## config.mk

```make
export PLATFORM = sky130hd
export DESIGN_NAME = cac_top
export DESIGN_NICKNAME = d
export VERILOG_FILES = /design/src/hw/cac_pkg.sv /design/src/hw/cac_tick.sv /design/src/hw/cac_top.sv
export SDC_FILE = /design/constraint.sdc
export NUM_CORES = 1
export LEC_CHECK = 0
export ABC_AREA = 1
export BUFFER_PORTS_ARGS = -buffer_cell sky130_fd_sc_hd__buf_2
export CAP_MARGIN = 20
export CORE_ASPECT_RATIO = 0.8
export CORE_UTILIZATION = 30
export DETAILED_ROUTE_END_ITERATION = 8
export GPL_TIMING_DRIVEN = 1
export SLEW_MARGIN = 20
export SYNTH_ARGS = -nofsm -noshare
export SYNTH_HDL_FRONTEND = slang
export SYNTH_SLANG_ARGS = --single-unit
```

## constraint.sdc

```tcl
create_clock -name sys_clk -period 2.3 [get_ports sys_clk]
set_input_delay 0.115 -clock sys_clk [delete_from_list [all_inputs] [get_ports sys_clk]]
set_output_delay 0.115 -clock sys_clk [all_outputs]
set_load 0.05 [all_outputs]
```

## src/hw/cac_pkg.sv

```systemverilog
// Constants shared by the counter array control block
// Functional notes
// - Overflow flag sets when counter rolls from 0xffff to 0x0000; only software clears it.
// - Overflow flag requests an interrupt only while its enable bit is one.
// - Counter advances only while the run bit is one, otherwise holds.
// - Each module event sets that module's flag, held until software clears it.
// - A set module flag with its enable high raises the shared request.
// - With idle suspend set, counting stops while the CPU idles.
// - A 3-bit select picks one of seven tick sources; code 111 is reserved.
// - Control register is bit-addressable; single bits change without touching others.
// - Cycle wrap flag sets when the selected 8 to 11 bit span overflows.
// - Cycle wrap flag with its enable high raises the shared request.
// - Cycle length codes 000 to 011 give 8 to 11 bits; others reserved.
// - Reload select steers compare register accesses to reload or compare registers.
package cac_pkg;
  // Register addresses
  localparam logic [7:0] CAC_ADDR_CTL  = 8'hd8;
  localparam logic [7:0] CAC_ADDR_MODE = 8'hd9;
  localparam logic [7:0] CAC_ADDR_PWM  = 8'hf7;
  // Reset values
  localparam logic [7:0] CAC_CTL_RST   = 8'h00;
  localparam logic [7:0] CAC_MODE_RST  = 8'h00;
  localparam logic [7:0] CAC_PWM_RST   = 8'h00;
  // Writable bit masks, reserved bits read zero
  localparam logic [7:0] CAC_CTL_MASK  = 8'hc7;
  localparam logic [7:0] CAC_MODE_MASK = 8'h8f;
  localparam logic [7:0] CAC_PWM_MASK  = 8'he7;
  // Control register fields
  localparam int CAC_CTL_OVF  = 7;
  localparam int CAC_CTL_RUN  = 6;
  localparam int CAC_CTL_EVT0 = 0;
  // Mode register fields
  localparam int CAC_MODE_IDLE  = 7;
  localparam int CAC_MODE_SEL_L = 1;
  localparam int CAC_MODE_OVFEN = 0;
  // Pwm configuration fields
  localparam int CAC_PWM_RELOAD = 7;
  localparam int CAC_PWM_WRAPEN = 6;
  localparam int CAC_PWM_WRAP   = 5;
  localparam int CAC_PWM_LEN_L  = 0;
  // Number of capture/compare modules
  localparam int CAC_NMOD = 3;
  // Prescaler figures
  localparam logic [3:0] CAC_DIV12_LAST = 4'hb;
  localparam logic [1:0] CAC_DIV4_LAST  = 2'h3;
  localparam logic [2:0] CAC_DIV8_LAST  = 3'h7;
  // Timebase codes
  typedef enum logic [2:0] {
    CAC_TB_DIV12 = 3'b000,
    CAC_TB_DIV4  = 3'b001,
    CAC_TB_T0OVF = 3'b010,
    CAC_TB_EXTFE = 3'b011,
    CAC_TB_SYS   = 3'b100,
    CAC_TB_EXT8  = 3'b101,
    CAC_TB_LFO8  = 3'b110,
    CAC_TB_RSVD  = 3'b111
  } cac_tb_t;
endpackage

```

## src/hw/cac_tick.sv

```systemverilog
// Timebase tick generator with pin synchronisers and prescalers
`timescale 1ns/1ps
module cac_tick
  import cac_pkg::*;
(
  // Clock and reset
  input  wire logic       sys_clk,
  input  wire logic       nrst,
  // Control
  input  wire logic [2:0] sel,
  input  wire logic       active,
  // Sources
  input  wire logic       timer0_ovf,
  input  wire logic       external_count_input,
  input  wire logic       ext_clk_in,
  input  wire logic       lfo_clk_in,
  // Result
  output logic            tick
);
  logic [2:0] meta_ff;
  logic [2:0] sync_ff;
  logic [2:0] last_ff;
  logic [3:0] div_ff;
  logic [3:0] nxt_div;
  logic [1:0] d8_tick;
  logic       fall_eci;
  logic [2:0] pins;

  assign pins = {lfo_clk_in, ext_clk_in, external_count_input};

  // Two-stage synchronisers plus a history stage for edge detection
  always_ff @(posedge sys_clk or negedge nrst) begin
    if (!nrst) begin
      meta_ff <= 3'h0;
      sync_ff <= 3'h0;
      last_ff <= 3'h0;
    end else begin
      meta_ff <= pins;
      sync_ff <= meta_ff;
      last_ff <= sync_ff;
    end
  end

  // Falling edge on the count pin, one per qualifying transition
  assign fall_eci = last_ff[0] & ~sync_ff[0];

  // Divide by 8 on rising edges of the external and low-frequency clocks
  genvar g;
  generate
    for (g = 0; g < 2; g++) begin : g_div8
      logic       rise;
      logic [2:0] d8_ff;
      assign rise       = sync_ff[g+1] & ~last_ff[g+1];
      assign d8_tick[g] = rise & (d8_ff == CAC_DIV8_LAST);
      always_ff @(posedge sys_clk or negedge nrst) begin
        if (!nrst) begin
          d8_ff <= 3'h0;
        end else if (rise && active) begin
          d8_ff <= d8_ff + 3'h1;
        end
      end
    end
  endgenerate

  // System clock prescaler, 12 states; divide by 4 taps its low bits
  assign nxt_div = (div_ff == CAC_DIV12_LAST) ? 4'h0 : div_ff + 4'h1;
  always_ff @(posedge sys_clk or negedge nrst) begin
    if (!nrst) begin
      div_ff <= 4'h0;
    end else if (active) begin
      div_ff <= nxt_div;
    end
  end

  // Source selection
  always_comb begin
    unique case (cac_tb_t'(sel))
      CAC_TB_DIV12: tick = (div_ff == CAC_DIV12_LAST);
      CAC_TB_DIV4:  tick = (div_ff[1:0] == CAC_DIV4_LAST);
      CAC_TB_T0OVF: tick = timer0_ovf;
      CAC_TB_EXTFE: tick = fall_eci;
      CAC_TB_SYS:   tick = 1'b1;
      CAC_TB_EXT8:  tick = d8_tick[0];
      CAC_TB_LFO8:  tick = d8_tick[1];
      CAC_TB_RSVD:  tick = 1'b0;
    endcase
  end
endmodule

```

## src/hw/cac_top.sv

```systemverilog
// Counter array control: run, timebase, flags, interrupt and register access
`timescale 1ns/1ps
module cac_top
  import cac_pkg::*;
(
  // Clock and reset
  input  wire logic                sys_clk,
  input  wire logic                nrst,
  // Special function register bus
  input  wire logic [7:0]          sfr_addr,
  input  wire logic                sfr_wr,
  input  wire logic [7:0]          sfr_wdata,
  input  wire logic                sfr_rd,
  output logic      [7:0]          sfr_rdata,
  // Single-bit access to the control register
  input  wire logic                bit_wr,
  input  wire logic [2:0]          bit_idx,
  input  wire logic                bit_val,
  // Events from the modules and the core
  input  wire logic [CAC_NMOD-1:0] module_event,
  input  wire logic [CAC_NMOD-1:0] module_event_irq_enable,
  input  wire logic                cpu_idle,
  input  wire logic                timer0_ovf,
  // Pins
  input  wire logic                external_count_input,
  input  wire logic                ext_clk_in,
  input  wire logic                lfo_clk_in,
  // Results
  output logic      [15:0]         counter_value,
  output logic      [2:0]          cycle_length,
  output logic                     reload_select,
  output logic                     irq
);
  logic [7:0]  ctl_ff;
  logic [7:0]  mode_ff;
  logic [7:0]  pwm_ff;
  logic [15:0] cnt_ff;
  logic [7:0]  rdata_ff;
  logic [7:0]  nxt_ctl;
  logic [7:0]  nxt_mode;
  logic [7:0]  nxt_pwm;
  logic [7:0]  nxt_rdata;
  logic [15:0] nxt_cnt;
  logic [7:0]  ctl_sw;
  logic [7:0]  ctl_set;
  logic [7:0]  pwm_set;
  logic        wr_ctl;
  logic        wr_mode;
  logic        wr_pwm;
  logic        halt;
  logic        tick;
  logic        adv;
  logic        roll;
  logic        wrap;

  // Overflow out of the low 8 to 11 bits as picked by the length code
  function automatic logic span_wrap(input logic [2:0] len, input logic [15:0] c);
    logic r;
    r = 1'b0;
    unique case (len)
      3'b000:  r = &c[7:0];
      3'b001:  r = &c[8:0];
      3'b010:  r = &c[9:0];
      3'b011:  r = &c[10:0];
      default: r = 1'b0;
    endcase
    return r;
  endfunction

  // Address decode
  assign wr_ctl  = sfr_wr && (sfr_addr == CAC_ADDR_CTL);
  assign wr_mode = sfr_wr && (sfr_addr == CAC_ADDR_MODE);
  assign wr_pwm  = sfr_wr && (sfr_addr == CAC_ADDR_PWM);

  // Idle suspend and counting qualifier
  assign halt = mode_ff[CAC_MODE_IDLE] & cpu_idle;
  assign adv  = tick & ctl_ff[CAC_CTL_RUN] & ~halt;
  assign roll = adv & (cnt_ff == 16'hffff);
  assign wrap = adv & span_wrap(pwm_ff[CAC_PWM_LEN_L +: 3], cnt_ff);
  assign nxt_cnt = adv ? cnt_ff + 16'h0001 : cnt_ff;

  cac_tick u_tick (
    .sys_clk              (sys_clk),
    .nrst                 (nrst),
    .sel                  (mode_ff[CAC_MODE_SEL_L +: 3]),
    .active               (~halt),
    .timer0_ovf           (timer0_ovf),
    .external_count_input (external_count_input),
    .ext_clk_in           (ext_clk_in),
    .lfo_clk_in           (lfo_clk_in),
    .tick                 (tick)
  );

  // Control: byte write, else single-bit write, then hardware sets win
  assign ctl_sw  = wr_ctl ? (sfr_wdata & CAC_CTL_MASK)
                 : (bit_wr ? ((ctl_ff & ~(8'h01 << bit_idx))
                              | ({7'h00, bit_val} << bit_idx)) & CAC_CTL_MASK
                 : ctl_ff);
  assign ctl_set = {roll, 4'h0, module_event};
  assign nxt_ctl = ctl_sw | ctl_set;

  // Mode and pwm configuration
  assign nxt_mode = wr_mode ? (sfr_wdata & CAC_MODE_MASK) : mode_ff;
  assign pwm_set  = {2'h0, wrap, 5'h00};
  assign nxt_pwm  = (wr_pwm ? (sfr_wdata & CAC_PWM_MASK) : pwm_ff) | pwm_set;

  // Read data, unmapped addresses read zero
  assign nxt_rdata = !sfr_rd ? rdata_ff
                   : (sfr_addr == CAC_ADDR_CTL)  ? ctl_ff
                   : (sfr_addr == CAC_ADDR_MODE) ? mode_ff
                   : (sfr_addr == CAC_ADDR_PWM)  ? pwm_ff
                   : 8'h00;

  // State registers
  always_ff @(posedge sys_clk or negedge nrst) begin
    if (!nrst) begin
      ctl_ff   <= CAC_CTL_RST;
      mode_ff  <= CAC_MODE_RST;
      pwm_ff   <= CAC_PWM_RST;
      cnt_ff   <= 16'h0000;
      rdata_ff <= 8'h00;
    end else begin
      ctl_ff   <= nxt_ctl;
      mode_ff  <= nxt_mode;
      pwm_ff   <= nxt_pwm;
      cnt_ff   <= nxt_cnt;
      rdata_ff <= nxt_rdata;
    end
  end

  // Outputs
  assign sfr_rdata     = rdata_ff;
  assign counter_value = cnt_ff;
  assign cycle_length  = pwm_ff[CAC_PWM_LEN_L +: 3];
  assign reload_select = pwm_ff[CAC_PWM_RELOAD];
  assign irq = (ctl_ff[CAC_CTL_OVF] & mode_ff[CAC_MODE_OVFEN])
             | (|(ctl_ff[CAC_NMOD-1:0] & module_event_irq_enable))
             | (pwm_ff[CAC_PWM_WRAP] & pwm_ff[CAC_PWM_WRAPEN]);
endmodule

```

---- Yosys cells after proc, flatten, opt, wreduce, memory -nomap -nowiden ----
Index checks and enable logic that the tools add are counted.
word-level totals
  register bits ........................... 64
  input bits .............................. 36
  output and inout bits ................... 29
cells by class
  add/subtract/negate cells ............... 4
  equal/unequal tests ..................... 18
  shifts and indexed selects .............. 2
  mux-type cells .......................... 9
  bitwise gates (word level) .............. 24
  reductions and logical operators ........ 12
operator list
  operator                 count
  $mux W8                  6
  $eq A8 B8 Y1 const B     3
  $eq A3 B3 Y1 const B     6
  $add A16 B1 Y16 const B  1
  $eq A16 B16 Y1 const B   1
  $or A8 B8 Y8             2
  $and A1 B1 Y1            12
  $eq A3 B2 Y1 const B     4
  $reduce_and A11 Y1       1
  $reduce_and A10 Y1       1
  $reduce_and A9 Y1        1
  $and A8 B8 Y8            1
  $not A8 Y8               1
  $or A8 B6 Y8             1
  $pmux W1 S8              1
  $reduce_and A8 Y1        1
  $shl A1 B3 Y8            1
  $shl A1 B3 Y8 const A    1
  $add A3 B1 Y3 const B    2
  $eq A3 B1 Y1 const B     2
  $logic_not A3 Y1         2
  $logic_and A1 B1 Y1      5
  $add A4 B1 Y4 const B    1
  $eq A4 B4 Y1 const B     1
  other kinds (7)          11

---- Longest topological paths before layout ----
Gate-level depths: netlist of the first run.
  depth after elaboration ................. 8
  depth in mapped cells ................... 11
  depth with buffers taken out ............ 11

---- Modules after synthesis ----
From an unflattened synthesis of the first run, not the netlist that was laid out.
second synthesis, totals
  cells, all modules ...................... 373
  area, all modules ....................... 3114.2 µm²
by module, submodules not included
  module    times used  cells an instance  area an instance (µm²)
  cac_top   1           295                2321.0
  cac_tick  1           78                 793.3

---- Worst setup path after synthesis of the first run ----
No wires, ideal clock.
  kind .................................... reg-to-reg
  start ................................... register cnt_ff[0] (netlist: counter_value[0])
  end ..................................... register pwm_ff[5]
  library setup time ...................... 0.064 ns
  arrival ................................. 1.760 ns
  required time ........................... 2.236 ns
  setup slack ............................. 0.476 ns
  stages on the path, launching flop included .. 12
  clock period less this slack ............ 1.824 ns
  path through ............................ dfrtp_1 -> ha_1 -> inv_1 -> nor2_1 -> nand2_1 -> inv_1 -> ha_1 -> nor3b_1 -> nor2_1 -> nand3_1 -> nand2_1 -> nand2_2
on the way
  longest elaborated chain between the ends .. 4
  elaborated cells between the ends (all ways) .. 7
RTL lines
  what                                        RTL line        RTL
  from (decl)                                 cac_top.sv:37   logic [15:0] cnt_ff;
  from (signal assigned)                      cac_top.sv:126  cnt_ff <= nxt_cnt;
  $reduce_and A11 Y1 (tied with other cells)  cac_top.sv:64   3'b011: r = &c[10:0];
  $pmux W1 S4 *                               cac_top.sv:60   unique case (len)
  $and A1 B1 Y1 *                             cac_top.sv:79   assign wrap = adv & span_wrap(pwm_ff[CAC_PWM_LEN_L +: 3], cnt_ff);
  $or A8 B6 Y8 *                              cac_top.sv:105  assign nxt_pwm = (wr_pwm ? (sfr_wdata & CAC_PWM_MASK) : pwm_ff) | pwm_set;
  via nxt_pwm[5]                              cac_top.sv:41   logic [7:0] nxt_pwm;
  to (signal assigned)                        cac_top.sv:125  pwm_ff <= nxt_pwm;
  to (decl)                                   cac_top.sv:36   logic [7:0] pwm_ff;
Mark *: on every way through the listed nets, which the timed path passes. The rest lies on a longest branch.
A chain may end at the register's enable or synchronous reset.

---- Worst setup path after layout of the first run ----
Ends and elaborated chain as after synthesis.

==> out/qor.yml, run 1 <==
status: "completed"
place_congestion: 0.805
drt_iter0_markers: 132
wl_per_cell_um: 12.0
power_switching_w: 0.000867
clk_path_buf_depth: 2
fillers: 1042
netlist.top_cell.by_area: "dfrtp_1"
numCtsBuffers: 9
ys_ff_latch: 58
grt_usage: 0.153
syn_to_final_growth_pct: 24.8
crit_arrival_ns: 1.99
worstSetupEndpoint: "pwm_ff[5]"
synth_top_cell_area_share: 0.463
maxSlewViolCount: 0
placed_cells: 583
r2r_cells: 11
rsz0062_at_grt: "no"
vdd_drop_max_mv: 0.413
synth_cells: 390
nets: 509
antenna_found_initial: 0
cts.htree.levels: 3
synth_nets: 433
cp_max_fo: 5
drive_gt1_frac: 0.231
grt_overflow: 0
syn_avg_cell_area_um2: 8.03
cts_resized: 0
cts_tree: "yes"
synth_async_sr_flop_share: 1.00
reg2reg_slack_ns: 0.58
clock_latency_ns: 0.33
yosys_warnings: 0
path_class: "register to register"
multi_input_area_um2: 1460
initial_core_util: 0.317
drc: 0
netSwitchingFraction: 0.290
final.setup.tns_ns: 0
synth_ff_type: "dfrtp_1"
synthTopCellsByArea: "dfrtp_1 (46%), nand2_1 (15%), nand3_1 (5.9%), inv_1 (4.3%), nor2_1 (3.5%)"
reg2reg_from: "counter_value[0]"
n_antenna_cell: 0
antenna_left: 0
grt_max_degree: 36
core_um2: 9890
die-width_um: 116
cap_violations: 0
synth_commonest_cells: "nand2_1 (128), dfrtp_1 (58), nand3_1 (37)"
required_ns: 2.57
relSlewSlack: 0.472
grt_pass1_wl_mm: 12.5
path_clk_slew_ns: 0.05
place_hpwl_mm: 5.54
syn_area_um2: 3130
vias_per_cell: 4.57
stdcell_count: 607
row_count: 32
crit_start: "counter_value[0]"
port_buffers: 62
max_freq_mhz: 582
wl_mm: 7.28
hold_class: "input port to register"
worstSetupStartpointType: "register"
leakage_nw: 1.98
seq_area_um2: 1450
internal-power_w: 0.00212
synth_edf_count: 0
skew_ns: 0.00713
die_y_um: 93.4
io_pins: 65
timing.final.crit_share: 0.746
post-route-util: 0.395
synth.most_common_cell: "nand2_1"
period_minus_slack_ns: 1.72
end_kind: "register"
comb_power_share: 0.177
p_per_area_nw_per_um2: 764
pwr-share-seq: 0.424
drt_first_pass_iters: 4
r2r-end: "pwm_ff[5]"
grt_pass1_vias: 2674
setup_violations: 0
clkPwrFrac: 0.399
die-area_um2: 10900
finalHoldViolations: 0
seq_area_frac_synth: 0.463
netlist-cell-type-count: 34
vias: 2774
worst_pin_slew_ns: 0.792
root_buffer: "clkbuf_16"
cts_sinks: 58
[worst min-delay path by stage]
stage                       startpoint           endpoint  cells after the start
final                     sfr_wdata[6]          pwm_ff[6]                      3
after global routing      sfr_wdata[6]          pwm_ff[6]                      3
after CTS                 sfr_wdata[6]          pwm_ff[6]                      3
after detailed placement    lfo_clk_in  u_tick.meta_ff[2]                      1
after global placement      lfo_clk_in  u_tick.meta_ff[2]                      1
after floorplan                   nrst   counter_value[0]                      0
[flip-flops by register name, summed over array words and instances (netlist names)]
register and cells:
u_tick.sync_ff 3, u_tick.last_ff 3, sfr_rdata 7, u_tick.g_div8.d8_ff 6
ctl_ff 5, u_tick.div_ff 4, counter_value 16, pwm_ff 6
mode_ff 5, u_tick.meta_ff 3
[cell families after synthesis]
group,after synthesis,share of synthesized area
multiplexers,4,0.0144
other,1,0.00120
buffers and inverters,48,0.0703
AO/OA/AOI/OAI,36,0.0663
adder cells (fa/ha/maj),7,0.0280
AND/OR/NAND/NOR,225,0.326
XOR/XNOR,11,0.0308
flip-flops,58,0.463
[through the flow]
stage	cell area (um^2)	setup slack, ns	hold WS, ns	power, W
floorplan	3130	0.476	-0.181	0.00164
global placement	3570	0.618	0.224	0.00178
detailed placement	3570	0.592	0.226	0.00181
CTS	3910	0.576	0.0179	0.00305
global route	3910	0.343	0.0248	0.00319
finish	3910	0.583	0.0347	0.00299
[timing repair]
action,CTS,global route
endpoints found under the hold margin,40,0
buffers inserted,0,0
hold buffers,8,0
[layout make-up]
cell class / instances / area share
multi-input combinational: 284 / 0.374
sequential: 58 / 0.371
timing repair buffer: 73 / 0.106
tap: 136 / 0.0435
clock inverter: 3 / 0.00384
clock buffer: 13 / 0.0640
inverter: 40 / 0.0384
[power by group through the flow]
stage                     combinational [W]  clock (W)  sequential (W)
after floorplan                    0.000332          0         0.00131
after global placement             0.000508          0         0.00127
after detailed placement           0.000531          0         0.00128
after CTS                          0.000543    0.00124         0.00127
after global routing               0.000621    0.00128         0.00129
final                              0.000530    0.00119         0.00127
[layout by cell type, fill, tap and decap left out, types with 7 or more instances in the layout]
cell type,synthesis,layout
clkbuf_16,0,9
nand3_1,37,37
o21ai_0,18,18
dfrtp_1,58,58
nand2_1,128,128
xnor2_1,10,10
buf_2,1,62
inv_1,36,36
nand2_2,9,9
nor2_1,29,29
ha_1,7,7
dlygate4sd3_1,0,8
[critical path, stage by stage, from the launching register on]
cell and delay [ns]:
dfrtp_1 0.41, ha_1 0.23, inv_1 0.05, nor2_1 0.18, nand2_1 0.13, inv_1 0.09
ha_1 0.13, nor3b_1 0.18, nor2_1 0.07, nand3_1 0.06, nand2_1 0.06, nand2_2 0.06
[metal layers]
layer  vias to the layer above  part of all wire  GRT usage
met1                      1278              0.50      0.198
li1                       1403                 -          -
met3                         8             0.073     0.0538
met4                         0             0.011     0.0609
met5                         -                 0          0
met2                        85              0.42      0.230
Power figures use the tool's default switching activity.
==> run 2, diff against run 1 <==
Clock period 2.3 ns to 1.5 ns, I/O delays scaled along.
==> out/qor.yml, run 2 (synthesis results as in run 1) <==
cpMostUsedCell: "nand2_1"
io_pins: 65  # unchanged
die-width_um: 116  # unchanged
n_antenna_cell: 0  # unchanged
critical_path.top_delay_family: "simple AND/OR/NAND/NOR gates"
max_freq_mhz: 655  # +13%
numCtsBuffers: 9  # unchanged
reg2reg_slack_ns: -0.03  # -0.61 ns
largest_register_ffs: 16  # unchanged
vias_per_cell: 4.60  # +0.55%
grt_usage: 0.154  # +0.00158
initial_core_util: 0.317  # unchanged
cap_violations: 0  # unchanged
grt_pass1_wl_mm: 12.8  # +2.4%
clk_path_buf_depth: 2  # unchanged
crit_arrival_ns: 1.74  # -0.25 ns
die_y_um: 93.4  # unchanged
grt_overflow: 0  # unchanged
grt_max_degree: 24  # -33%
crit_buf_inv: 2  # unchanged
antenna_found_initial: 0  # unchanged
setup_violations: 10  # +10
leakage_nw: 2.18  # +9.8%
totalPowerFinal_w: 0.00542  # +81%
place_congestion: 0.810  # +0.62%
syn_to_final_growth_pct: 41.3
worst_slack_ns: -0.0260  # -0.609 ns
seq_area_um2: 1460  # +0.69%
die-area_um2: 10900  # unchanged
multi_input_area_um2: 1600  # +9.3%
post-route-util: 0.448  # +0.0523
final_cell_area_um2: 4430  # +13%
violations: "negative setup slack"
maxSlewViolCount: 0  # unchanged
wl_mm: 7.94  # +9.0%
holdPathEnd: "pwm_ff[1]"
wl_per_cell_um: 12.5  # +4.2%
timing.final.crit_share: 1.02  # +0.271
period_minus_slack_ns: 1.53  # -0.191 ns
r2r-end: "counter_value[13]"
crit_chain: "ha_2 -> ha_1 -> nand2_1 -> nor2_1 -> nor2_1 -> nand2_2 -> inv_2 -> nor2_4 -> buf_12 -> nand2_1 -> nand2_1"
rsz0062_at_grt: "yes"
drive_gt1_frac: 0.345  # +0.113
required_ns: 1.72  # -0.85 ns
drt_first_pass_iters: 5  # +1
clock_latency_ns: 0.33  # about the same
crit_path_top_delay_cell: "dfrtp_1"
end_kind: "register"
placed_cells: 601  # +3.1%
p_per_area_nw_per_um2: 1220  # +60%
vdd_drop_max_mv: 0.613  # +48%
core_um2: 9890  # unchanged
path_class: "register to register"
cts.htree.levels: 3  # unchanged
cts_sinks: 58  # unchanged
hold_class: "input port to register"
hold_depth: 3  # unchanged
port_buffers: 62  # unchanged
drc: 0  # unchanged
reg2reg_from: "u_tick.g_div8[1].d8_ff[0]"
cpPeakStageDelay_ns: 0.38  # -0.03 ns
cp_max_fo: 10  # +5
vias: 2918  # +5.2%
cts_tree: "yes"
path_clk_slew_ns: 0.05  # about the same
layout_commonest_cell: "nand2_1"
antenna_left: 0  # unchanged
min_from: "sfr_wdata[1]"
grt_pass1_vias: 2653  # -0.79%
r2r_cells: 11  # unchanged
nets: 537  # +5.5%
status: "finished with violations"
finalHoldViolations: 0  # unchanged
place_area_um2: 3770  # +5.8%
skew_ns: 0.00428  # -0.00285 ns
worstSetupStartpointType: "register"
fillers: 972  # -6.7%
stdcell_count: 635  # +4.6%
place_hpwl_mm: 5.77  # +4.0%
root_buffer: "clkbuf_16"
final_cell_mix: "nand2_1 (119), buf_2 (61), dfrtp_1 (50), nand3_1 (35), inv_1 (34)"
row_count: 32  # unchanged
drt_iter0_markers: 182  # +38%
-- run 2: worst max path at each step --
stage | startpoint | endpoint | slack (ns) | cells after the start
3_3_place_gp | u_tick.g_div8[0].d8_ff[0] | pwm_ff[5] | -0.02 | 10
6_report | u_tick.g_div8[1].d8_ff[0] | counter_value[13] | -0.03 | 11
3_5_place_dp | u_tick.g_div8[0].d8_ff[1] | pwm_ff[5] | -0.04 | 10
4_1_cts | counter_value[0] | pwm_ff[5] | -0.02 | 11
5_1_grt | u_tick.div_ff[1] | counter_value[0] | -0.14 | 10
2_1_floorplan | counter_value[0] | pwm_ff[5] | -0.08 | 11
-- run 2: per-layer routing --
metal / vias up / wire length, um / track usage
li1: 1458 / - / -
met1: 1357 / 4030 / 0.216
met2: 91 / 3330 / 0.230
met3: 12 / 479 / 0.0376
met4: 0 / 98 / 0.0545
met5: - / 0 / 0
-- run 2: worst reg2reg max path: stages (launching register included) --
cell and delay, ns:
dfrtp_1 0.38, ha_2 0.18, ha_1 0.17, nand2_1 0.06, nor2_1 0.04, nor2_1 0.12, nand2_2 0.09, inv_2 0.08
nor2_4 0.05, buf_12 0.14, nand2_1 0.06, nand2_1 0.05
-- run 2: area by class of cell --
type / instances / share of cell area
multi-input combinational: 284 / 0.361
sequential: 58 / 0.330
timing repair buffer: 101 / 0.160
clock buffer: 12 / 0.0602
tap: 136 / 0.0384
inverter: 40 / 0.0345
clock inverter: 4 / 0.0164
-- run 2: what timing repair did --
action	in CTS	in global routing
hold endpoints to repair	24	0
hold buffers	9	0
gates resized for setup	6	29
buffers inserted	4	5
setup endpoints to repair	16	19
cloned	0	1
pin swaps	7	11
-- run 2: metrics by stage --
stage,setup WS (ns),hold slack (ns),TNS [ns]
after floorplan,-0.0811,-0.221,-0.0811
after global placement,-0.0204,0.0679,-0.0638
after detailed placement,-0.0399,0.0658,-0.310
after CTS,-0.0212,0.00153,-0.0212
after global routing,-0.144,0.0157,-1.89
final,-0.0260,0.0143,-0.148
-- run 2: power breakdown --
part | switching (W) | internal (W)
sequential | 0.000175 | 0.00178
combinational | 0.000609 | 0.000559
clock | 0.000714 | 0.00159
